`src/hw/aagc_pkg.sv`:
```
// constants, field layouts and lookup tables for the record-path gain and
// automatic gain loop controller; assumes a 10 MHz master clock and that the
// register offsets are those of the audio control page.
//
// Functional notes
// - with PLL on, reference rate is master*K/(2048*P), K = J.D, J 1..64.
// - input selector picks microphone, auxiliary, or both as a differential pair.
// - mic bias selectable 2 V or 2.5 V, off when converter and mixer are down.
// - amplifier gain accepted from 0 dB to 59.5 dB in 0.5 dB steps.
// - applied gain moves one 0.5 dB step per one or two output samples.
// - gain is muted after reset and ramps to mute before power-down completes.
// - status D0 of 04H is set while applied gain equals requested gain with the loop off; with the loop on it shows saturation.
// - D15 of 1DH set applies gain changes directly without stepping.
// - modulator stream is oversampled 128 times the output sample rate.
// - decimation from 128 Fs to Fs, linear phase, group delay 17 samples.
// - loop measures amplitude as the average of absolute sample values.
// - eight target levels from -5.5 dB to -24 dB, field D7-D5 of 01H.
// - loud input lowers gain at attack time 8..20 ms, field D2-D1 of 01H.
// - weak input raises gain at decay time 100..500 ms.
// - below noise threshold gain falls to 0 dB per sample and noise flag sets.
// - noise threshold -60 dB to -90 dB from field D5-D4 of 06H.
// - silence detection uses hysteresis and two debounce counts.
// - loop gain is clamped to the maximum in D15-D9 of 1EH at each sample in normal mode.
// - clip-stepping enable at D3 of 06H.
package aagc_pkg;
  localparam int unsigned ADDR_W = 6;
  localparam int unsigned DATA_W = 16;
  localparam int unsigned CLK_MHZ = 10;
  localparam int unsigned MS_US = 1000;
  localparam int unsigned MS_CYC = MS_US * CLK_MHZ;
  localparam logic [ADDR_W-1:0] ADDR_AGC = 6'h01;
  localparam logic [ADDR_W-1:0] ADDR_FLAGS = 6'h04;
  localparam logic [ADDR_W-1:0] ADDR_NOISE = 6'h06;
  localparam logic [ADDR_W-1:0] ADDR_SOFT = 6'h1D;
  localparam logic [ADDR_W-1:0] ADDR_DEB = 6'h1E;
  localparam logic [ADDR_W-1:0] ADDR_PATH = 6'h20;
  localparam logic [ADDR_W-1:0] ADDR_PLL = 6'h21;
  localparam logic [ADDR_W-1:0] ADDR_FRAC = 6'h22;
  // field positions
  localparam int AGC_EN_B = 0;
  localparam int AGC_TIME_LSB = 1;
  localparam int AGC_TGT_LSB = 5;
  localparam int AGC_GAIN_LSB = 8;
  localparam int FLG_SAT_B = 0;
  localparam int FLG_PD_B = 1;
  localparam int FLG_NOISE_B = 11;
  localparam int NZ_CLIP_B = 3;
  localparam int NZ_THR_LSB = 4;
  localparam int SOFT_HYST_LSB = 9;
  localparam int SOFT_OFF_B = 15;
  localparam int DEB_SN_LSB = 3;
  localparam int DEB_NS_LSB = 6;
  localparam int DEB_MAX_LSB = 9;
  localparam int PATH_GAIN_LSB = 0;
  localparam int PATH_TWO_B = 7;
  localparam int PATH_SEL_LSB = 8;
  localparam int PATH_BIAS_B = 10;
  localparam int PATH_ADC_PD_B = 11;
  localparam int PATH_MIX_PD_B = 12;
  localparam int PLL_EN_B = 0;
  localparam int PLL_P_LSB = 1;
  localparam int PLL_J_LSB = 5;
  localparam int PLL_Q_LSB = 12;
  localparam int FRAC_W = 14;
  // reset values
  localparam logic [DATA_W-1:0] RST_PATH = 16'h1800;
  localparam logic [DATA_W-1:0] RST_PLL = 16'h0022;
  // gain codes: 0 is mute, code n+1 is n half-dB steps
  localparam logic [7:0] GAIN_MUTE = 8'h00;
  localparam logic [6:0] GAIN_MAX = 7'h77;
  // clocking and conversion
  localparam int unsigned OSR = 128;
  localparam int unsigned PLL_DIV = 2048;
  localparam int unsigned FRAC_SCALE = 10000;
  localparam int unsigned Q_BIAS = 2;
  localparam int unsigned DECIM_DELAY = 17;
  localparam logic [7:0] ONES_MID = 8'h40;
  localparam logic [15:0] FULL_POS = 16'h7FFF;
  localparam logic [15:0] CLIP_LEVEL = 16'h7F00;
  localparam int unsigned AVG_SHIFT = 4;

  typedef enum logic [1:0] {
    AGC_NORMAL = 2'b01,
    AGC_SILENT = 2'b10
  } aagc_mode_t;

  function automatic logic [15:0] target_level(input logic [2:0] sel);
    case (sel)
      3'h0: target_level = 16'h43EE;
      3'h1: target_level = 16'h32F5;
      3'h2: target_level = 16'h287A;
      3'h3: target_level = 16'h2027;
      3'h4: target_level = 16'h198A;
      3'h5: target_level = 16'h1214;
      3'h6: target_level = 16'h0CCD;
      default: target_level = 16'h0813;
    endcase
  endfunction : target_level

  function automatic logic [15:0] noise_level(input logic [1:0] sel);
    case (sel)
      2'h0: noise_level = 16'h0021;
      2'h1: noise_level = 16'h000A;
      2'h2: noise_level = 16'h0003;
      default: noise_level = 16'h0001;
    endcase
  endfunction : noise_level

  // attack 8/12/16/20 ms and decay 100/200/300/500 ms, in milliseconds
  function automatic logic [9:0] attack_ms(input logic [1:0] sel);
    case (sel)
      2'h0: attack_ms = 10'h008;
      2'h1: attack_ms = 10'h00C;
      2'h2: attack_ms = 10'h010;
      default: attack_ms = 10'h014;
    endcase
  endfunction : attack_ms

  function automatic logic [9:0] decay_ms(input logic [1:0] sel);
    case (sel)
      2'h0: decay_ms = 10'h064;
      2'h1: decay_ms = 10'h0C8;
      2'h2: decay_ms = 10'h12C;
      default: decay_ms = 10'h1F4;
    endcase
  endfunction : decay_ms
endpackage : aagc_pkg

```
`src/hw/aagc_step_if.sv`:
```
// signals between the controller and the gain soft-stepper
// assumes both ends run on the same clock
`timescale 1ns/100ps
`default_nettype none
interface aagc_step_if;
  logic tick;
  logic two_per;
  logic soft_off;
  logic [7:0] target;
  logic [7:0] applied;
  logic settled;
  modport ctl(output tick, output two_per, output soft_off, output target,
              input applied, input settled);
  modport stp(input tick, input two_per, input soft_off, input target,
              output applied, output settled);
endinterface : aagc_step_if
`default_nettype wire

```
`src/hw/aagc_top.sv`:
```
// record path control: registers, sample clock, decimation, gain loop
// assumes a synchronous register port and an asynchronous modulator bit pin
//
// Our own choice: the address-and-strobe port.
`timescale 1ns/100ps
`default_nettype none
module aagc_top #(
  parameter int unsigned MS_CYCLES = aagc_pkg::MS_CYC
) (
  input wire logic i_clk,
  input wire logic i_rst_n,
  input wire logic [aagc_pkg::ADDR_W-1:0] i_addr,
  input wire logic [aagc_pkg::DATA_W-1:0] i_wdata,
  input wire logic i_wr,
  input wire logic i_rd,
  input wire logic i_mod_bit,
  output logic [aagc_pkg::DATA_W-1:0] o_rdata,
  output logic [1:0] o_mux_sel,
  output logic o_bias_en,
  output logic o_bias_hi,
  output logic o_analog_en,
  output logic [7:0] o_pga_gain,
  output logic o_adc_pd_done,
  output logic [15:0] o_sample,
  output logic o_sample_valid
);
  import aagc_pkg::*;

  // register state
  logic [7:0] agc_ctl_ff;
  logic [1:0] noise_sel_ff;
  logic clip_en_ff;
  logic soft_off_ff;
  logic [1:0] hyst_ff;
  logic [6:0] max_gain_ff;
  logic [2:0] deb_ns_ff;
  logic [2:0] deb_sn_ff;
  logic [DATA_W-1:0] path_ff;
  logic [DATA_W-1:0] pll_ff;
  logic [FRAC_W-1:0] frac_ff;
  logic [DATA_W-1:0] rdata_ff;
  logic [DATA_W-1:0] nxt_rdata;

  // loop state
  aagc_mode_t mode_ff;
  logic [6:0] agc_gain_ff;
  logic [8:0] deb_ff;
  logic noise_flag_ff;
  logic sat_ff;
  logic [23:0] atk_cnt_ff;
  logic [23:0] dcy_cnt_ff;

  // clocking and conversion state
  logic mod_meta_ff;
  logic mod_sync_ff;
  logic [21:0] acc_ff;
  logic [4:0] qdiv_ff;
  logic os_tick_ff;
  logic [6:0] os_cnt_ff;
  logic [7:0] ones_ff;
  logic fs_tick_ff;
  logic [15:0] raw_ff;
  logic [15:0] dly_ff [DECIM_DELAY];
  logic pd_done_ff;
  logic analog_en_ff;
  logic [1:0] mux_ff;
  logic bias_en_ff;
  logic bias_hi_ff;

  logic agc_en;
  logic [6:0] req_gain;
  logic [15:0] avg;
  logic clip;
  logic [15:0] tgt_lvl;
  logic [15:0] thr_lo;
  logic [15:0] thr_hi;
  logic [23:0] atk_period;
  logic [23:0] dcy_period;
  logic [8:0] lim_ns;
  logic [8:0] lim_sn;
  logic too_loud;
  logic too_weak;
  logic atk_due;
  logic dcy_due;
  logic [19:0] k_val;
  logic [21:0] pll_thr;
  logic [21:0] acc_sum;
  logic [4:0] q_last;
  logic [7:0] ones_nxt;
  logic [8:0] centred;
  logic [15:0] pcm;
  logic [7:0] step_target;

  aagc_step_if step_if ();

  aagc_stepper u_stepper (
    .i_clk(i_clk),
    .i_rst_n(i_rst_n),
    .s(step_if.stp)
  );

  aagc_absavg u_absavg (
    .i_clk(i_clk),
    .i_rst_n(i_rst_n),
    .i_valid(fs_tick_ff),
    .i_sample(raw_ff),
    .o_avg(avg),
    .o_clip(clip)
  );

  // register writes; unmapped and read-only offsets ignore writes
  always_ff @(posedge i_clk or negedge i_rst_n) begin
    if (!i_rst_n) begin
      agc_ctl_ff <= 8'h00;
      noise_sel_ff <= 2'h0;
      clip_en_ff <= 1'b0;
      soft_off_ff <= 1'b0;
      hyst_ff <= 2'h0;
      max_gain_ff <= GAIN_MAX;
      deb_ns_ff <= 3'h0;
      deb_sn_ff <= 3'h0;
      path_ff <= RST_PATH;
      pll_ff <= RST_PLL;
      frac_ff <= 14'h0000;
    end else if (i_wr) begin
      case (i_addr)
        ADDR_AGC: agc_ctl_ff <= i_wdata[7:0];
        ADDR_NOISE: begin
          noise_sel_ff <= i_wdata[NZ_THR_LSB +: 2];
          clip_en_ff <= i_wdata[NZ_CLIP_B];
        end
        ADDR_SOFT: begin
          soft_off_ff <= i_wdata[SOFT_OFF_B];
          hyst_ff <= i_wdata[SOFT_HYST_LSB +: 2];
        end
        ADDR_DEB: begin
          max_gain_ff <= i_wdata[DEB_MAX_LSB +: 7];
          deb_ns_ff <= i_wdata[DEB_NS_LSB +: 3];
          deb_sn_ff <= i_wdata[DEB_SN_LSB +: 3];
        end
        ADDR_PATH: path_ff <= i_wdata;
        ADDR_PLL: pll_ff <= i_wdata;
        ADDR_FRAC: frac_ff <= i_wdata[FRAC_W-1:0];
        default: ;
      endcase
    end
  end

  always_comb begin
    nxt_rdata = '0;
    case (i_addr)
      ADDR_AGC: nxt_rdata = {1'b0, agc_gain_ff, agc_ctl_ff};
      ADDR_FLAGS: begin
        // D0 shows saturation while the loop runs, settled gain otherwise
        nxt_rdata[FLG_SAT_B] = agc_en ? sat_ff : step_if.settled;
        nxt_rdata[FLG_PD_B] = pd_done_ff;
        nxt_rdata[FLG_NOISE_B] = noise_flag_ff;
      end
      ADDR_NOISE: begin
        nxt_rdata[NZ_THR_LSB +: 2] = noise_sel_ff;
        nxt_rdata[NZ_CLIP_B] = clip_en_ff;
      end
      ADDR_SOFT: begin
        nxt_rdata[SOFT_OFF_B] = soft_off_ff;
        nxt_rdata[SOFT_HYST_LSB +: 2] = hyst_ff;
      end
      ADDR_DEB: nxt_rdata = {max_gain_ff, deb_ns_ff, deb_sn_ff, 3'h0};
      ADDR_PATH: nxt_rdata = path_ff;
      ADDR_PLL: nxt_rdata = pll_ff;
      ADDR_FRAC: nxt_rdata = {2'h0, frac_ff};
      default: nxt_rdata = '0;
    endcase
  end

  // read data stands only in the cycle after the strobe
  always_ff @(posedge i_clk or negedge i_rst_n) begin
    if (!i_rst_n) begin
      rdata_ff <= '0;
    end else begin
      rdata_ff <= i_rd ? nxt_rdata : '0;
    end
  end

  // modulator bit arrives from the analog side, so it is synchronised first
  always_ff @(posedge i_clk or negedge i_rst_n) begin
    if (!i_rst_n) begin
      mod_meta_ff <= 1'b0;
      mod_sync_ff <= 1'b0;
    end else begin
      mod_meta_ff <= i_mod_bit;
      mod_sync_ff <= mod_meta_ff;
    end
  end

  // oversampling tick at 128 Fsref; a ratio above one tick per clock is not
  // reachable at this clock, so the accumulator then runs slow
  always_comb begin
    k_val = 20'(32'(pll_ff[PLL_J_LSB +: 7]) * FRAC_SCALE + 32'(frac_ff));
    pll_thr = 22'(32'(pll_ff[PLL_P_LSB +: 4]) * (PLL_DIV / OSR) * FRAC_SCALE);
    acc_sum = acc_ff + {2'h0, k_val};
    q_last = 5'(32'(pll_ff[PLL_Q_LSB +: 4]) + Q_BIAS - 1);
  end

  always_ff @(posedge i_clk or negedge i_rst_n) begin
    if (!i_rst_n) begin
      acc_ff <= '0;
      qdiv_ff <= '0;
      os_tick_ff <= 1'b0;
    end else if (pd_done_ff) begin
      acc_ff <= '0;
      qdiv_ff <= '0;
      os_tick_ff <= 1'b0;
    end else if (pll_ff[PLL_EN_B]) begin
      os_tick_ff <= (acc_sum >= pll_thr);
      acc_ff <= (acc_sum >= pll_thr) ? acc_sum - pll_thr : acc_sum;
    end else begin
      os_tick_ff <= (qdiv_ff == q_last);
      qdiv_ff <= (qdiv_ff == q_last) ? 5'h00 : qdiv_ff + 5'h01;
    end
  end

  // decimation: integrate 128 modulator bits and dump once per sample
  assign ones_nxt = ones_ff + {7'h00, mod_sync_ff};
  assign centred = {1'b0, ones_nxt} - {1'b0, ONES_MID};
  assign pcm = (ones_nxt > {ONES_MID[6:0], 1'b0} - 8'h01) ? FULL_POS : {centred[6:0], 9'h000};

  always_ff @(posedge i_clk or negedge i_rst_n) begin
    if (!i_rst_n) begin
      os_cnt_ff <= '0;
      ones_ff <= '0;
      fs_tick_ff <= 1'b0;
      raw_ff <= '0;
    end else begin
      fs_tick_ff <= 1'b0;
      if (os_tick_ff) begin
        if (os_cnt_ff == 7'(OSR - 1)) begin
          os_cnt_ff <= '0;
          ones_ff <= '0;
          raw_ff <= pcm;
          fs_tick_ff <= 1'b1;
        end else begin
          os_cnt_ff <= os_cnt_ff + 7'h01;
          ones_ff <= ones_nxt;
        end
      end
    end
  end

  // fixed delay line keeps the output latency at the linear-phase figure
  generate
    for (genvar i = 0; i < DECIM_DELAY; i++) begin : g_dly
      always_ff @(posedge i_clk or negedge i_rst_n) begin
        if (!i_rst_n) begin
          dly_ff[i] <= '0;
        end else if (fs_tick_ff) begin
          dly_ff[i] <= (i == 0) ? raw_ff : dly_ff[(i == 0) ? 0 : i - 1];
        end
      end
    end
  endgenerate

  always_ff @(posedge i_clk or negedge i_rst_n) begin
    if (!i_rst_n) begin
      o_sample <= '0;
      o_sample_valid <= 1'b0;
    end else begin
      // a sample in flight at power-down is dropped
      o_sample_valid <= fs_tick_ff && !pd_done_ff;
      if (fs_tick_ff && !pd_done_ff) begin
        o_sample <= dly_ff[DECIM_DELAY-1];
      end
    end
  end

  // loop thresholds and time constants
  always_comb begin
    agc_en = agc_ctl_ff[AGC_EN_B];
    tgt_lvl = target_level(agc_ctl_ff[AGC_TGT_LSB +: 3]);
    thr_lo = noise_level(noise_sel_ff);
    thr_hi = thr_lo << hyst_ff;
    atk_period = 24'(32'(attack_ms(agc_ctl_ff[AGC_TIME_LSB +: 2])) * MS_CYCLES);
    dcy_period = 24'(32'(decay_ms(agc_ctl_ff[AGC_TIME_LSB+2 +: 2])) * MS_CYCLES);
    lim_ns = 9'h001 << deb_ns_ff;
    lim_sn = 9'h001 << deb_sn_ff;
    too_loud = (avg > tgt_lvl);
    too_weak = (avg < tgt_lvl);
    atk_due = (atk_cnt_ff >= atk_period);
    dcy_due = (dcy_cnt_ff >= dcy_period);
  end

  // attack and decay pacing: one half-dB step per elapsed time constant
  always_ff @(posedge i_clk or negedge i_rst_n) begin
    if (!i_rst_n) begin
      atk_cnt_ff <= '0;
      dcy_cnt_ff <= '0;
    end else begin
      if (!too_loud || mode_ff != AGC_NORMAL || (fs_tick_ff && atk_due)) begin
        atk_cnt_ff <= '0;
      end else if (!atk_due) begin
        atk_cnt_ff <= atk_cnt_ff + 24'h00_0001;
      end
      if (!too_weak || mode_ff != AGC_NORMAL || (fs_tick_ff && dcy_due)) begin
        dcy_cnt_ff <= '0;
      end else if (!dcy_due) begin
        dcy_cnt_ff <= dcy_cnt_ff + 24'h00_0001;
      end
    end
  end

  // automatic gain loop, advanced once per output sample
  always_ff @(posedge i_clk or negedge i_rst_n) begin
    if (!i_rst_n) begin
      mode_ff <= AGC_NORMAL;
      agc_gain_ff <= '0;
      deb_ff <= '0;
      noise_flag_ff <= 1'b0;
      sat_ff <= 1'b0;
    end else if (!agc_en) begin
      mode_ff <= AGC_NORMAL;
      agc_gain_ff <= '0;
      deb_ff <= '0;
      noise_flag_ff <= 1'b0;
      sat_ff <= 1'b0;
    end else if (fs_tick_ff) begin
      unique case (mode_ff)
        AGC_NORMAL: begin
          if (avg < thr_lo) begin
            if (deb_ff + 9'h001 >= lim_ns) begin
              mode_ff <= AGC_SILENT;
              noise_flag_ff <= 1'b1;
              deb_ff <= '0;
            end else begin
              deb_ff <= deb_ff + 9'h001;
            end
          end else begin
            deb_ff <= '0;
          end
          if (agc_gain_ff > max_gain_ff) begin
            agc_gain_ff <= max_gain_ff;
          end else if (clip_en_ff && clip && agc_gain_ff != 7'h00) begin
            agc_gain_ff <= agc_gain_ff - 7'h01;
          end else if (too_loud && atk_due) begin
            sat_ff <= 1'b0;
            if (agc_gain_ff != 7'h00) begin
              agc_gain_ff <= agc_gain_ff - 7'h01;
            end
          end else if (too_weak && dcy_due) begin
            if (agc_gain_ff < max_gain_ff) begin
              agc_gain_ff <= agc_gain_ff + 7'h01;
              sat_ff <= 1'b0;
            end else begin
              sat_ff <= 1'b1;
            end
          end
        end
        AGC_SILENT: begin
          if (agc_gain_ff != 7'h00) begin
            agc_gain_ff <= agc_gain_ff - 7'h01;
          end
          if (avg > thr_hi) begin
            if (deb_ff + 9'h001 >= lim_sn) begin
              mode_ff <= AGC_NORMAL;
              noise_flag_ff <= 1'b0;
              deb_ff <= '0;
            end else begin
              deb_ff <= deb_ff + 9'h001;
            end
          end else begin
            deb_ff <= '0;
          end
        end
      endcase
    end
  end

  // gain request: out-of-range codes are held at the top of the range
  always_comb begin
    req_gain = (path_ff[PATH_GAIN_LSB +: 7] > GAIN_MAX) ? GAIN_MAX
             : path_ff[PATH_GAIN_LSB +: 7];
    if (path_ff[PATH_ADC_PD_B]) begin
      step_target = GAIN_MUTE;
    end else if (agc_en) begin
      step_target = {1'b0, agc_gain_ff} + 8'h01;
    end else begin
      step_target = {1'b0, req_gain} + 8'h01;
    end
  end

  assign step_if.tick = fs_tick_ff;
  assign step_if.two_per = path_ff[PATH_TWO_B];
  assign step_if.soft_off = soft_off_ff;
  assign step_if.target = step_target;

  // power sequencing: analog stays up until the ramp reaches mute
  always_ff @(posedge i_clk or negedge i_rst_n) begin
    if (!i_rst_n) begin
      pd_done_ff <= 1'b0;
      analog_en_ff <= 1'b0;
      mux_ff <= 2'h0;
      bias_en_ff <= 1'b0;
      bias_hi_ff <= 1'b0;
    end else begin
      pd_done_ff <= path_ff[PATH_ADC_PD_B] && (step_if.applied == GAIN_MUTE);
      analog_en_ff <= !(path_ff[PATH_ADC_PD_B] && (step_if.applied == GAIN_MUTE));
      mux_ff <= path_ff[PATH_SEL_LSB +: 2];
      bias_en_ff <= !(pd_done_ff && path_ff[PATH_MIX_PD_B]);
      bias_hi_ff <= path_ff[PATH_BIAS_B];
    end
  end

  assign o_rdata = rdata_ff;
  assign o_mux_sel = mux_ff;
  assign o_bias_en = bias_en_ff;
  assign o_bias_hi = bias_hi_ff;
  assign o_analog_en = analog_en_ff;
  assign o_pga_gain = step_if.applied;
  assign o_adc_pd_done = pd_done_ff;
endmodule : aagc_top
`default_nettype wire

```
`src/hw/aagc_stepper.sv`:
```
// soft-stepping of the applied amplifier gain toward the requested code
// assumes tick is a one-cycle pulse per converter output sample
`timescale 1ns/100ps
`default_nettype none
module aagc_stepper (
  input wire logic i_clk,
  input wire logic i_rst_n,
  aagc_step_if.stp s
);
  logic [7:0] applied_ff;
  logic skip_ff;
  logic settled_ff;

  always_ff @(posedge i_clk or negedge i_rst_n) begin
    if (!i_rst_n) begin
      applied_ff <= 8'h00;
      skip_ff <= 1'b0;
    end else if (s.soft_off) begin
      applied_ff <= s.target;
      skip_ff <= 1'b0;
    end else if (s.tick) begin
      if (s.two_per && !skip_ff) begin
        skip_ff <= 1'b1;
      end else begin
        skip_ff <= 1'b0;
        if (applied_ff < s.target) begin
          applied_ff <= applied_ff + 8'h01;
        end else if (applied_ff > s.target) begin
          applied_ff <= applied_ff - 8'h01;
        end
      end
    end
  end

  always_ff @(posedge i_clk or negedge i_rst_n) begin
    if (!i_rst_n) begin
      settled_ff <= 1'b0;
    end else begin
      settled_ff <= (applied_ff == s.target);
    end
  end

  assign s.applied = applied_ff;
  assign s.settled = settled_ff;
endmodule : aagc_stepper
`default_nettype wire

```
`src/hw/aagc_absavg.sv`:
```
// running average of absolute sample values and clip detect
// assumes i_valid is a one-cycle pulse per signed sample
`timescale 1ns/100ps
`default_nettype none
module aagc_absavg
  import aagc_pkg::*;
(
  input wire logic i_clk,
  input wire logic i_rst_n,
  input wire logic i_valid,
  input wire logic [15:0] i_sample,
  output logic [15:0] o_avg,
  output logic o_clip
);
  logic [19:0] acc_ff;
  logic clip_ff;
  logic [15:0] mag;

  // most negative sample maps to 16'h8000, which still fits unsigned
  assign mag = i_sample[15] ? 16'(~i_sample + 16'h0001) : i_sample;

  always_ff @(posedge i_clk or negedge i_rst_n) begin
    if (!i_rst_n) begin
      acc_ff <= 20'h0_0000;
      clip_ff <= 1'b0;
    end else if (i_valid) begin
      acc_ff <= acc_ff - (acc_ff >> AVG_SHIFT) + {4'h0, mag};
      clip_ff <= (mag >= CLIP_LEVEL);
    end
  end

  assign o_avg = acc_ff[AVG_SHIFT +: 16];
  assign o_clip = clip_ff;
endmodule : aagc_absavg
`default_nettype wire

```
`config.mk`:
```
export PLATFORM = sky130hd
export DESIGN_NAME = aagc_top
export DESIGN_NICKNAME = d
export VERILOG_FILES = /design/src/hw/aagc_pkg.sv /design/src/hw/aagc_step_if.sv /design/src/hw/aagc_top.sv /design/src/hw/aagc_stepper.sv /design/src/hw/aagc_absavg.sv
export SDC_FILE = /design/constraint.sdc
export NUM_CORES = 1
export LEC_CHECK = 0
export BUFFER_PORTS_ARGS = -buffer_cell sky130_fd_sc_hd__buf_2
export CORE_ASPECT_RATIO = 1.1
export CORE_MARGIN = 4
export CORE_UTILIZATION = 55
export CTS_CLUSTER_DIAMETER = 40
export DETAILED_ROUTE_END_ITERATION = 7
export PLACE_DENSITY = 0.72
export SYNTH_ARGS = -nofsm -noshare
export SYNTH_HDL_FRONTEND = slang
export SYNTH_SLANG_ARGS = --single-unit
```
`constraint.sdc`:
```
create_clock -name i_clk -period 9 [get_ports i_clk]
set_input_delay 0 -clock i_clk [delete_from_list [all_inputs] [get_ports i_clk]]
set_output_delay 0 -clock i_clk [all_outputs]
set_load 0.01 [all_outputs]
```
==> flow_metrics.env, run 1 <==
export IMPL_postPlaceCellArea_sq_um=25700
export IMPL_clk_latency_ns=0.62
export IMPL_pre_cts_slack_ns=1.126
export IMPL_worstMarginPinSlew_ns=1.156
export IMPL_vias=18560
export IMPL_port_buffers=73
export IMPL_cts_buffer_depth=3
export IMPL_crit_start="pll_ff[6]"
export IMPL_setup_slack_ns=1.101
export IMPL_outcome="finished clean"
export IMPL_met1_usage=0.3066
export IMPL_grt_pass1_wl_mm=96.51
export IMPL_grt_usage=0.2399
export IMPL_rsz0062_at_grt="no"
export IMPL_powerDensity_nw_per_um2=289.9
export IMPL_cp_max_fo=11
export IMPL_slowest_delay_ns=0.64
export IMPL_synth_avg_cell_area_sq_um=10.26
export IMPL_hp_class="primary input to async pin"
export IMPL_synth_area_mux_share=0.1143
export IMPL_arrival_ns=8.41
export IMPL_drtIter0Drc=1175
export IMPL_synth_edff_count=0
export IMPL_worstRegToRegCells=30
export IMPL_start_util=0.5585
export IMPL_syn2layout_area_growth_pct=12.41
export IMPL_crit_type="flip-flop to flip-flop"
export IMPL_maxCapViolCount=0
export IMPL_fin_crit_sh=0.8777
export IMPL_syn_area_sq_um=24910
export IMPL_dieWidth_um=210.9
export IMPL_antenna_left=0
export IMPL_place_congestion=0.9346
export IMPL_synth_warnings=0
export IMPL_dp_cells=3004
export IMPL_cts_sinks=392
export IMPL_slew_headroom=0.2215
export IMPL_slew_viol_final=0
export IMPL_wl_per_cell_um=18.63
export IMPL_syn_inst=2427
export IMPL_postSynthRegisterBits=392
export IMPL_setup_viol=0
export IMPL_io_pins=74
export IMPL_synthXorXnorAreaFrac=0.04918
export IMPL_final_cell_area_sq_um=28000
export IMPL_routed_wl_mm=58.41
export IMPL_cts_tree="done"
export IMPL_timing_hold_ws_ns=0.02871
export IMPL_grt_antenna_before_repair=1
export IMPL_dieHeight_um=231.2
export IMPL_cp_common_cell="ha_1"
export IMPL_hold_violations=0
export IMPL_drive_gt1_frac=0.1875
export IMPL_critPathSlowestCell="a21oi_1"
export IMPL_post_cts_resized=0
export IMPL_met3_usage=0.04454
export IMPL_first_pass_iters=6
export IMPL_dieArea_sq_um=48750
export IMPL_cts_root_buf="clkbuf_16"
export IMPL_viasPerCell=5.920
export IMPL_synth_seq_area_share=0.3944
export IMPL_ctsHtreeMaxLevel=2
export IMPL_min_period_ns=7.899
export IMPL_core_sq_um=44590
export IMPL_synthSimpleGateAreaFrac=0.1223
export IMPL_synth_cell_types=94
export IMPL_grt_max_degree=168
export IMPL_synthFlopType="dfrtp_1"
export IMPL_rr_startpoint="pll_ff[6]"
export IMPL_worstSetupStartpointType="flip-flop"
export IMPL_grt_pass1_vias=18930
export IMPL_met2_usage=0.4182
export IMPL_synth_top_family_by_area="adder cells"
export IMPL_synth_compound_area_share=0.1334
export IMPL_power_leakage_uw=0.01357
export IMPL_hpwl_mm=42.49
export IMPL_clk_pin_slew_ns=0.06
export IMPL_route_detailed_drc=0
export IMPL_max_freq_mhz=126.6
export IMPL_ir_drop_mv=0.3465
export IMPL_final_setup_skew_ns=0.02500
export IMPL_rows=81
export IMPL_synth_async_reset_ratio=1.000
export IMPL_final_setup_tns_ns=0
export IMPL_fin_nets=2801
export IMPL_fin_cells=3136
export IMPL_cts_buffers=58
export IMPL_cp_data_required_time_ns=9.51
export IMPL_syn_nets=2724
export IMPL_busiest_layer="met2"
export IMPL_grt_overflow=0
export IMPL_synthAdderAreaFrac=0.1450
export IMPL_cp_end_kind="flip-flop"
[final timing paths]
| kind | end | slack, ns |
|---|---|---|
| worst min register to register | mod_sync_ff | 0.35 |
| worst max register to register | acc_ff[12] | 1.10 |
| worst max-delay path | acc_ff[12] | 1.10 |
| worst min-delay path | dcy_cnt_ff[10] | 0.03 |
| min in group i_clk | mod_meta_ff | 0.04 |
| max in group asynchronous | atk_cnt_ff[8] | 7.45 |
[through the flow]
step | utilization | power (uW)
6_report | 0.6278 | 8117
5_1_grt | 0.6278 | 8671
4_1_cts | 0.6278 | 8107
3_5_place_dp | 0.5763 | 5696
3_3_place_gp | 0.5763 | 5643
2_1_floorplan | - | 4873
[final cells by class]
type	count	area (sq um)
repair buffers	106	688.2
clock buffers	67	1567
flip-flops and latches	392	9827
inverters	162	608.1
multi-input cells	1784	14060
clock inverters	43	520.5
diodes	1	2.502
fillers	3613	16600
well taps	581	726.9
[synth_stat cells, types with 6 or more instances]
cell	count	area, sq um
dfrtp_1	381	9534
ha_1	239	2990
mux2_2	227	2556
nor2_1	176	660.6
inv_1	161	604.3
nand2_1	154	578.1
a21oi_1	133	665.6
o21ai_0	107	535.5
xnor2_1	83	727.0
nand3_1	69	345.3
clkbuf_1	67	251.5
xor2_1	55	481.7
nor3_1	38	190.2
a21o_1	37	277.8
fa_1	31	620.6
nand4_1	31	193.9
nand2b_1	27	168.9
mux2i_1	25	250.2
and3_1	24	150.1
a211oi_1	23	172.7
o211ai_1	21	157.7
o22ai_1	18	112.6
nor2b_1	17	106.4
o21a_1	16	120.1
a22oi_1	15	112.6
or3_1	15	93.84
o31ai_1	14	105.1
or2_2	13	81.33
dfstp_2	11	289.0
o21bai_1	11	82.58
a31oi_1	10	62.56
and2_1	10	62.56
nand3b_1	10	75.07
a222oi_1	9	90.09
a311oi_1	8	70.07
buf_4	8	60.06
nor4_1	7	43.79
a221o_1	6	60.06
a31o_2	6	52.55
buf_1	6	22.52
[where the power goes]
group / internal [uW] / leakage [uW] / switching [uW]
logic: 1520 / 0.00726 / 2100
registers: 1920 / 0.00530 / 216
clock network: 1430 / 0.00102 / 924
total: 4880 / 0.0136 / 3240
[repair_timing]
action / CTS / global route
hold buffers: 21 / 0
hold endpoints to repair: 194 / 0
setup buffers: 0 / 0
[flip-flops by register name (all words and copies together), names as in the netlist, 16 cells and up]
signal           count
acc_ff              22
atk_cnt_ff          24
dcy_cnt_ff          24
dly_ff             136
o_rdata             16
path_ff             16
pll_ff              16
u_absavg.acc_ff     20
[cell families after synthesis]
family                   after synthesis
multiplexers                         255
buffers and inverters                251
AND/OR/NAND/NOR                      621
flip-flops                           392
XOR/XNOR                             139
AO/OA/AOI/OAI                        499
adder cells (fa/ha/maj)              270
[layout by cell type, fill, tap and decap left out, types with 37 or more instances in the layout]
| master | instances |
|---|---|
| dfrtp_1 | 380 |
| ha_1 | 239 |
| mux2_2 | 227 |
| nor2_1 | 176 |
| inv_1 | 161 |
| nand2_1 | 154 |
| a21oi_1 | 133 |
| o21ai_0 | 106 |
| xnor2_1 | 83 |
| buf_2 | 72 |
| nand3_1 | 69 |
| clkbuf_16 | 59 |
| xor2_1 | 55 |
| nor3_1 | 38 |
| a21o_1 | 37 |
[critical path, delay by kind of cell, from the launching register on]
family | cells | cell delay [ns]
simple gates | 10 | 1.45
fa+ha+maj | 7 | 2.74
xor+xnor | 2 | 0.41
flops | 1 | 0.56
buf+inv | 2 | 0.19
compound gates | 9 | 2.43
[per-layer routing]
layer  vias up  wire, um
li1       8842         -
met1      9155     24830
met2       467     28850
met3       100      3185
met4         0      1545
met5         -         0
Power figures use the tool's default switching activity.
==> run 2: changes to the inputs <==
--- a/config.mk
+++ b/config.mk
@@ -11,7 +11,7 @@
 export CORE_UTILIZATION = 55
 export CTS_CLUSTER_DIAMETER = 40
 export DETAILED_ROUTE_END_ITERATION = 7
-export PLACE_DENSITY = 0.72
+export PLACE_DENSITY = 0.77
 export SYNTH_ARGS = -nofsm -noshare
 export SYNTH_HDL_FRONTEND = slang
 export SYNTH_SLANG_ARGS = --single-unit
==> constraint.sdc (replaced) <==
create_clock -name i_clk -period 8.73 [get_ports i_clk]
set_input_delay 0 -clock i_clk [delete_from_list [all_inputs] [get_ports i_clk]]
set_output_delay 0 -clock i_clk [all_outputs]
set_load 0.01 [all_outputs]
==> run 2 against run 1 <==
Compared with the run above:
- utilization down 0.093 points
- total power up 2.9%
- first-iteration DRC count is 16% higher
- routed wire length shrank 0.12%
- register-to-register slack got worse by 0.28 ns
- clock power is 2% higher
- final cell count down 0.13%
- clock-buffer cell count down 1
- largest power group unchanged
- highest routed layer unchanged
- hold slack better by 0.0037 ns
- non-clock buffer count is the same
- clock skew grew 0.0062 ns
- largest cell class unchanged
- die area unchanged
==> flow_metrics.env, run 2 (synthesized netlist as in run 1, its figures left out) <==
export IMPL_rr_endpoint="acc_ff[10]"
export IMPL_crit_start="pll_ff[6]"
export IMPL_final_setup_skew_ns=0.03124
export IMPL_ff_latch_area_sq_um=9827
export IMPL_grt_pass1_wl_mm=96.82
export IMPL_core_sq_um=44590
export IMPL_cts_root_buf="clkbuf_16"
export IMPL_routed_wl_mm=58.34
export IMPL_worstRegToRegCells=30
export IMPL_met3_usage=0.03953
export IMPL_drive_gt1_frac=0.1850
export IMPL_slowest_delay_ns=0.68
export IMPL_cp_common_cell="ha_1"
export IMPL_cp_end_kind="flip-flop"
export IMPL_syn2layout_area_growth_pct=12.25
export IMPL_place_congestion=0.9122
export IMPL_first_pass_iters=6
export IMPL_hp_class="primary input to async pin"
export IMPL_setup_viol=0
export IMPL_cp_max_fo=11
export IMPL_hpwl_mm=42.19
export IMPL_clk_latency_ns=0.62
export IMPL_diodes=0
export IMPL_arrival_ns=8.41
export IMPL_largest_register_ff_count=136
export IMPL_cts_buffer_depth=3
export IMPL_fin_crit_sh=0.9059
export IMPL_grt_overflow=0
export IMPL_cts_tree="done"
export IMPL_port_buffers=73
export IMPL_post_cts_resized=0
export IMPL_grt_pass1_vias=19320
export IMPL_met2_usage=0.4166
export IMPL_grt_max_degree=181
export IMPL_rows=81
export IMPL_slew_headroom=0.1917
export IMPL_outcome="finished clean"
export IMPL_final_cell_mix="380 x dfrtp_1, 239 x ha_1, 227 x mux2_2"
export IMPL_top_regs="dly_ff (136), atk_cnt_ff (24), dcy_cnt_ff (24)"
export IMPL_power_uw=8352
export IMPL_slew_viol_final=0
export IMPL_wl_per_cell_um=18.63
export IMPL_busiest_layer="met2"
export IMPL_hold_violations=0
export IMPL_nFillCells=3539
export IMPL_worstMarginPinSlew_ns=1.196
export IMPL_postCtsSetupBuffers=0
export IMPL_min_period_ns=7.908
export IMPL_hold_buffers=21
export IMPL_multi_input_area_sq_um=14060
export IMPL_met1_usage=0.3041
export IMPL_rrSetupSlack_ns=0.82
export IMPL_drtIter0Drc=1368
export IMPL_antenna_left=0
export IMPL_powerDensity_nw_per_um2=298.8
export IMPL_maxCapViolCount=0
export IMPL_cts_buffers=57
export IMPL_cts_sinks=392
export IMPL_dieArea_sq_um=48750
export IMPL_rr_startpoint="pll_ff[6]"
export IMPL_grt_antenna_before_repair=0
export IMPL_ctsHtreeMaxLevel=2
export IMPL_clk_pin_slew_ns=0.06
export IMPL_worstSetupStartpointType="flip-flop"
export IMPL_vias=18690
export IMPL_rsz0062_at_grt="no"
export IMPL_final_setup_tns_ns=0
export IMPL_route_detailed_drc=0
export IMPL_final_common_cell="dfrtp_1"
export IMPL_dieHeight_um=231.2
export IMPL_cp_data_required_time_ns=9.23
export IMPL_max_freq_mhz=126.5
export IMPL_dieWidth_um=210.9
export IMPL_top_register="dly_ff"
export IMPL_io_pins=74
export IMPL_critPathSlowestCell="a21oi_1"
export IMPL_grt_usage=0.2397
export IMPL_viasPerCell=5.967
export IMPL_power_leakage_uw=0.01353
export IMPL_start_util=0.5585
export IMPL_crit_type="flip-flop to flip-flop"
export IMPL_ir_drop_mv=0.3347
export IMPL_fin_nets=2800
[run 2: cell type report]
class	count	share of cell area
clock buffer	66	0.05331
tap	581	0.02600
sequential	392	0.3515
inverter	162	0.02175
timing repair buffer	106	0.02462
clock inverter	41	0.01996
multi-input combinational	1784	0.5028
[run 2: where the power goes]
group	switching (uW)	internal, uW
sequential	219	1980
clock	930	1470
combinational	2180	1570
[run 2: worst max-delay path: cells and delay by family (launching register included)]
kind | cells | cell delay (ns)
AND/OR/NAND/NOR | 10 | 1.45
adder cells (fa/ha/maj) | 7 | 2.75
XOR/XNOR | 2 | 0.33
AO/OA/AOI/OAI | 9 | 2.52
flip-flops | 1 | 0.58
buffers and inverters | 2 | 0.17
[run 2: metal layers]
metal / wire, um / share of wire / up-vias
li1: - / - / 8847
met1: 24050 / 0.41 / 9176
met2: 28900 / 0.50 / 534
met3: 3444 / 0.059 / 131
met4: 1948 / 0.033 / 0
met5: 0 / 0 / -
[run 2: how the worst max path moves through the flow]
stage | to | slack [ns]
after global routing | acc_ff[10] | 0.03
final | acc_ff[10] | 0.82
after global placement | acc_ff[10] | 1.05
after CTS | acc_ff[10] | 0.82
after floorplan | acc_ff[14] | 1.90
after detailed placement | acc_ff[10] | 0.85
[run 2: through the flow]
stage | std cells | util | setup WS (ns) | instance area (sq um) | hold WS [ns]
detailed placement | 3004 | 0.5763 | 0.8543 | 25700 | 0.1020
CTS | 3132 | 0.6269 | 0.8179 | 27960 | 0.005989
global placement | 3004 | 0.5763 | 1.053 | 25700 | 0.08823
finish | 3132 | 0.6269 | 0.8217 | 27960 | 0.03246
global route | 3132 | 0.6269 | 0.02888 | 27960 | 0.06598
floorplan | 2427 | - | 1.895 | 24910 | -0.2956
==> run 3: changes to the inputs <==
--- a/config.mk
+++ b/config.mk
@@ -9,9 +9,11 @@
 export CORE_ASPECT_RATIO = 1.1
 export CORE_MARGIN = 4
 export CORE_UTILIZATION = 55
+export CTS_BUF_LIST = sky130_fd_sc_hd__clkbuf_4 sky130_fd_sc_hd__clkbuf_8
 export CTS_CLUSTER_DIAMETER = 40
 export DETAILED_ROUTE_END_ITERATION = 7
 export PLACE_DENSITY = 0.77
 export SYNTH_ARGS = -nofsm -noshare
 export SYNTH_HDL_FRONTEND = slang
+export SYNTH_HIERARCHICAL = 1
 export SYNTH_SLANG_ARGS = --single-unit
==> run 3 against run 2 <==
Compared with the run above:
- combinational power up 3%
- maximum frequency is 1.3% lower
- final cell count is 3.1% higher
- via count rose by 2.0%
- largest cell class unchanged
==> flow_metrics.env, run 3 <==
export IMPL_outcome="finished clean"
export IMPL_final_common_cell="dfrtp_1"
export IMPL_vias=19050
export IMPL_power_leakage_uw=0.01355
export IMPL_cts_buffer_depth=3
export IMPL_synth_common_cells="381 x dfrtp_1, 235 x ha_1, 225 x mux2_2"
export IMPL_min_period_ns=8.010
export IMPL_synth_avg_cell_area_sq_um=10.13
export IMPL_grt_pass1_wl_mm=95.63
export IMPL_maxCapViolCount=0
export IMPL_hp_class="primary input to flip-flop"
export IMPL_hpwl_mm=42.73
export IMPL_rrSetupSlack_ns=0.72
export IMPL_top_regs="dly_ff (136), atk_cnt_ff (24), dcy_cnt_ff (24)"
export IMPL_syn_inst=2495
export IMPL_crit_type="flip-flop to flip-flop"
export IMPL_fin_crit_sh=0.9175
export IMPL_hold_buffers=27
export IMPL_io_pins=74
export IMPL_synth_cell_types=101
export IMPL_timing_hold_ws_ns=0.08533
export IMPL_final_setup_tns_ns=0
export IMPL_worstMarginPinSlew_ns=1.102
export IMPL_ctsHtreeMaxLevel=3
export IMPL_critPathSlowestCell="dfrtp_1"
export IMPL_yosys_cell_count_top_type="dfrtp_1"
export IMPL_nFillCells=3680
export IMPL_arrival_ns=8.61
export IMPL_start_util=0.5548
export IMPL_powerDensity_nw_per_um2=289.1
export IMPL_dieWidth_um=212.4
export IMPL_cts_root_buf="clkbuf_8"
export IMPL_cp_max_fo=17
export IMPL_drive_gt1_frac=0.1935
export IMPL_slew_headroom=0.2552
export IMPL_synth_area_leaders="dfrtp_1 38%, ha_1 12%, mux2_2 10%"
export IMPL_route_detailed_drc=0
export IMPL_grt_overflow=0
export IMPL_antenna_left=0
export IMPL_postSynthRegisterBits=392
export IMPL_postCtsSetupBuffers=0
export IMPL_first_pass_iters=6
export IMPL_cp_end_kind="flip-flop"
export IMPL_pre_cts_slack_ns=0.7863
export IMPL_synth_seq_area_share=0.3887
export IMPL_viasPerCell=5.899
export IMPL_hold_violations=0
export IMPL_final_cell_mix="380 x dfrtp_1, 235 x ha_1, 225 x mux2_2"
export IMPL_syn_area_sq_um=25270
export IMPL_synth_edff_count=0
export IMPL_cp_common_cell="ha_1"
export IMPL_max_freq_mhz=124.8
export IMPL_slew_viol_final=0
export IMPL_routed_wl_mm=58.42
export IMPL_syn_nets=2788
export IMPL_clk_latency_ns=0.68
export IMPL_port_buffers=73
export IMPL_yosysTopAreaCell="dfrtp_1"
export IMPL_drtIter0Drc=1395
export IMPL_synthFlopType="dfrtp_1"
export IMPL_fin_nets=2874
export IMPL_cts_tree="done"
export IMPL_cts_sinks=392
export IMPL_top_register="dly_ff"
export IMPL_place_congestion=0.9313
export IMPL_grt_pass1_vias=19430
export IMPL_setup_slack_ns=0.7202
export IMPL_ir_drop_mv=0.2903
export IMPL_final_setup_skew_ns=0.03895
export IMPL_synth_async_reset_ratio=1.000
export IMPL_synth_warnings=6
export IMPL_wl_per_cell_um=18.09
export IMPL_rows=82
export IMPL_grt_max_degree=192
export IMPL_worstSetupStartpointType="flip-flop"
export IMPL_dieArea_sq_um=49450
export IMPL_core_sq_um=45550
export IMPL_cp_data_required_time_ns=9.33
export IMPL_cts_buffers=72
export IMPL_grt_usage=0.2363
export IMPL_largest_register_ff_count=136
export IMPL_rsz0062_at_grt="no"
export IMPL_slowest_delay_ns=0.56
export IMPL_grt_antenna_before_repair=1
export IMPL_post_cts_resized=0
export IMPL_yosysTopAreaCellShare=0.3772
export IMPL_final_core_util=0.6145
export IMPL_dieHeight_um=232.8
export IMPL_setup_viol=0
export IMPL_syn2layout_area_growth_pct=10.75
export IMPL_clk_pin_slew_ns=0.07
==> run 3: path summary, 6_finish.rpt <==
kind / start / to / depth (start not counted)
setup / recovery: pll_ff[6] / acc_ff[11] / 31
hold / removal: i_addr[2] / o_rdata[4] / 5
setup reg to reg: pll_ff[6] / acc_ff[11] / 31
hold reg to reg: mod_meta_ff / mod_sync_ff / 0
max in group asynchronous: i_rst_n / u_absavg/acc_ff[11] / 4
min in group asynchronous: i_rst_n / hyst_ff[1] / 3
==> run 3: report_power, final <==
part	switching [uW]	total, uW	internal, uW	leakage (uW)
combinational	2280	3870	1590	0.00738
sequential	231	2220	1980	0.00531
clock	853	2010	1160	0.000870
total	3360	8090	4730	0.0136
==> run 3: per-layer routing <==
layer  GRT usage  wire (um)  vias up
met1      0.3007      24630     9340
li1            -          -     9059
met4     0.09160       2031        0
met5           0          0        -
met3     0.04045       3160      132
met2      0.4032      28600      523
==> run 3: kinds of logic after synthesis <==
group                    share of synthesized area
AND/OR/NAND/NOR                             0.1312
AO/OA/AOI/OAI                               0.1262
flip-flops                                  0.3887
buffers and inverters                      0.04461
adder cells (fa/ha/maj)                     0.1409
multiplexers                                0.1157
XOR/XNOR                                   0.05268
==> run 3: area by class of cell <==
class                      instances  area (sq um)  area share
antenna                            1         2.502  0.00008940
clock buffer                      99          1313     0.04689
clock inverter                    35         384.1     0.01372
inverter                         170         638.1     0.02280
multi-input combinational       1831         14330      0.5119
sequential                       392          9827      0.3511
tap                              588         735.7     0.02628
timing repair buffer             114         763.2     0.02727
==> run 3: through the flow <==
step           area (sq um)  cells  power (uW)
6_report              27990   3230        8092
3_5_place_dp          26020   3068        6026
3_3_place_gp          26020   3068        5967
2_1_floorplan         25270   2495        5119
4_1_cts               27990   3229        8098
5_1_grt               27990   3230        8690
==> run 3: critical path: cells and delay by family, from the launching register on <==
kind / cells / cell delay (ns)
AND/OR/NAND/NOR: 9 / 1.52
adder cells (fa/ha/maj): 7 / 2.68
AO/OA/AOI/OAI: 10 / 2.50
buffers and inverters: 3 / 0.38
XOR/XNOR: 2 / 0.26
flip-flops: 1 / 0.56
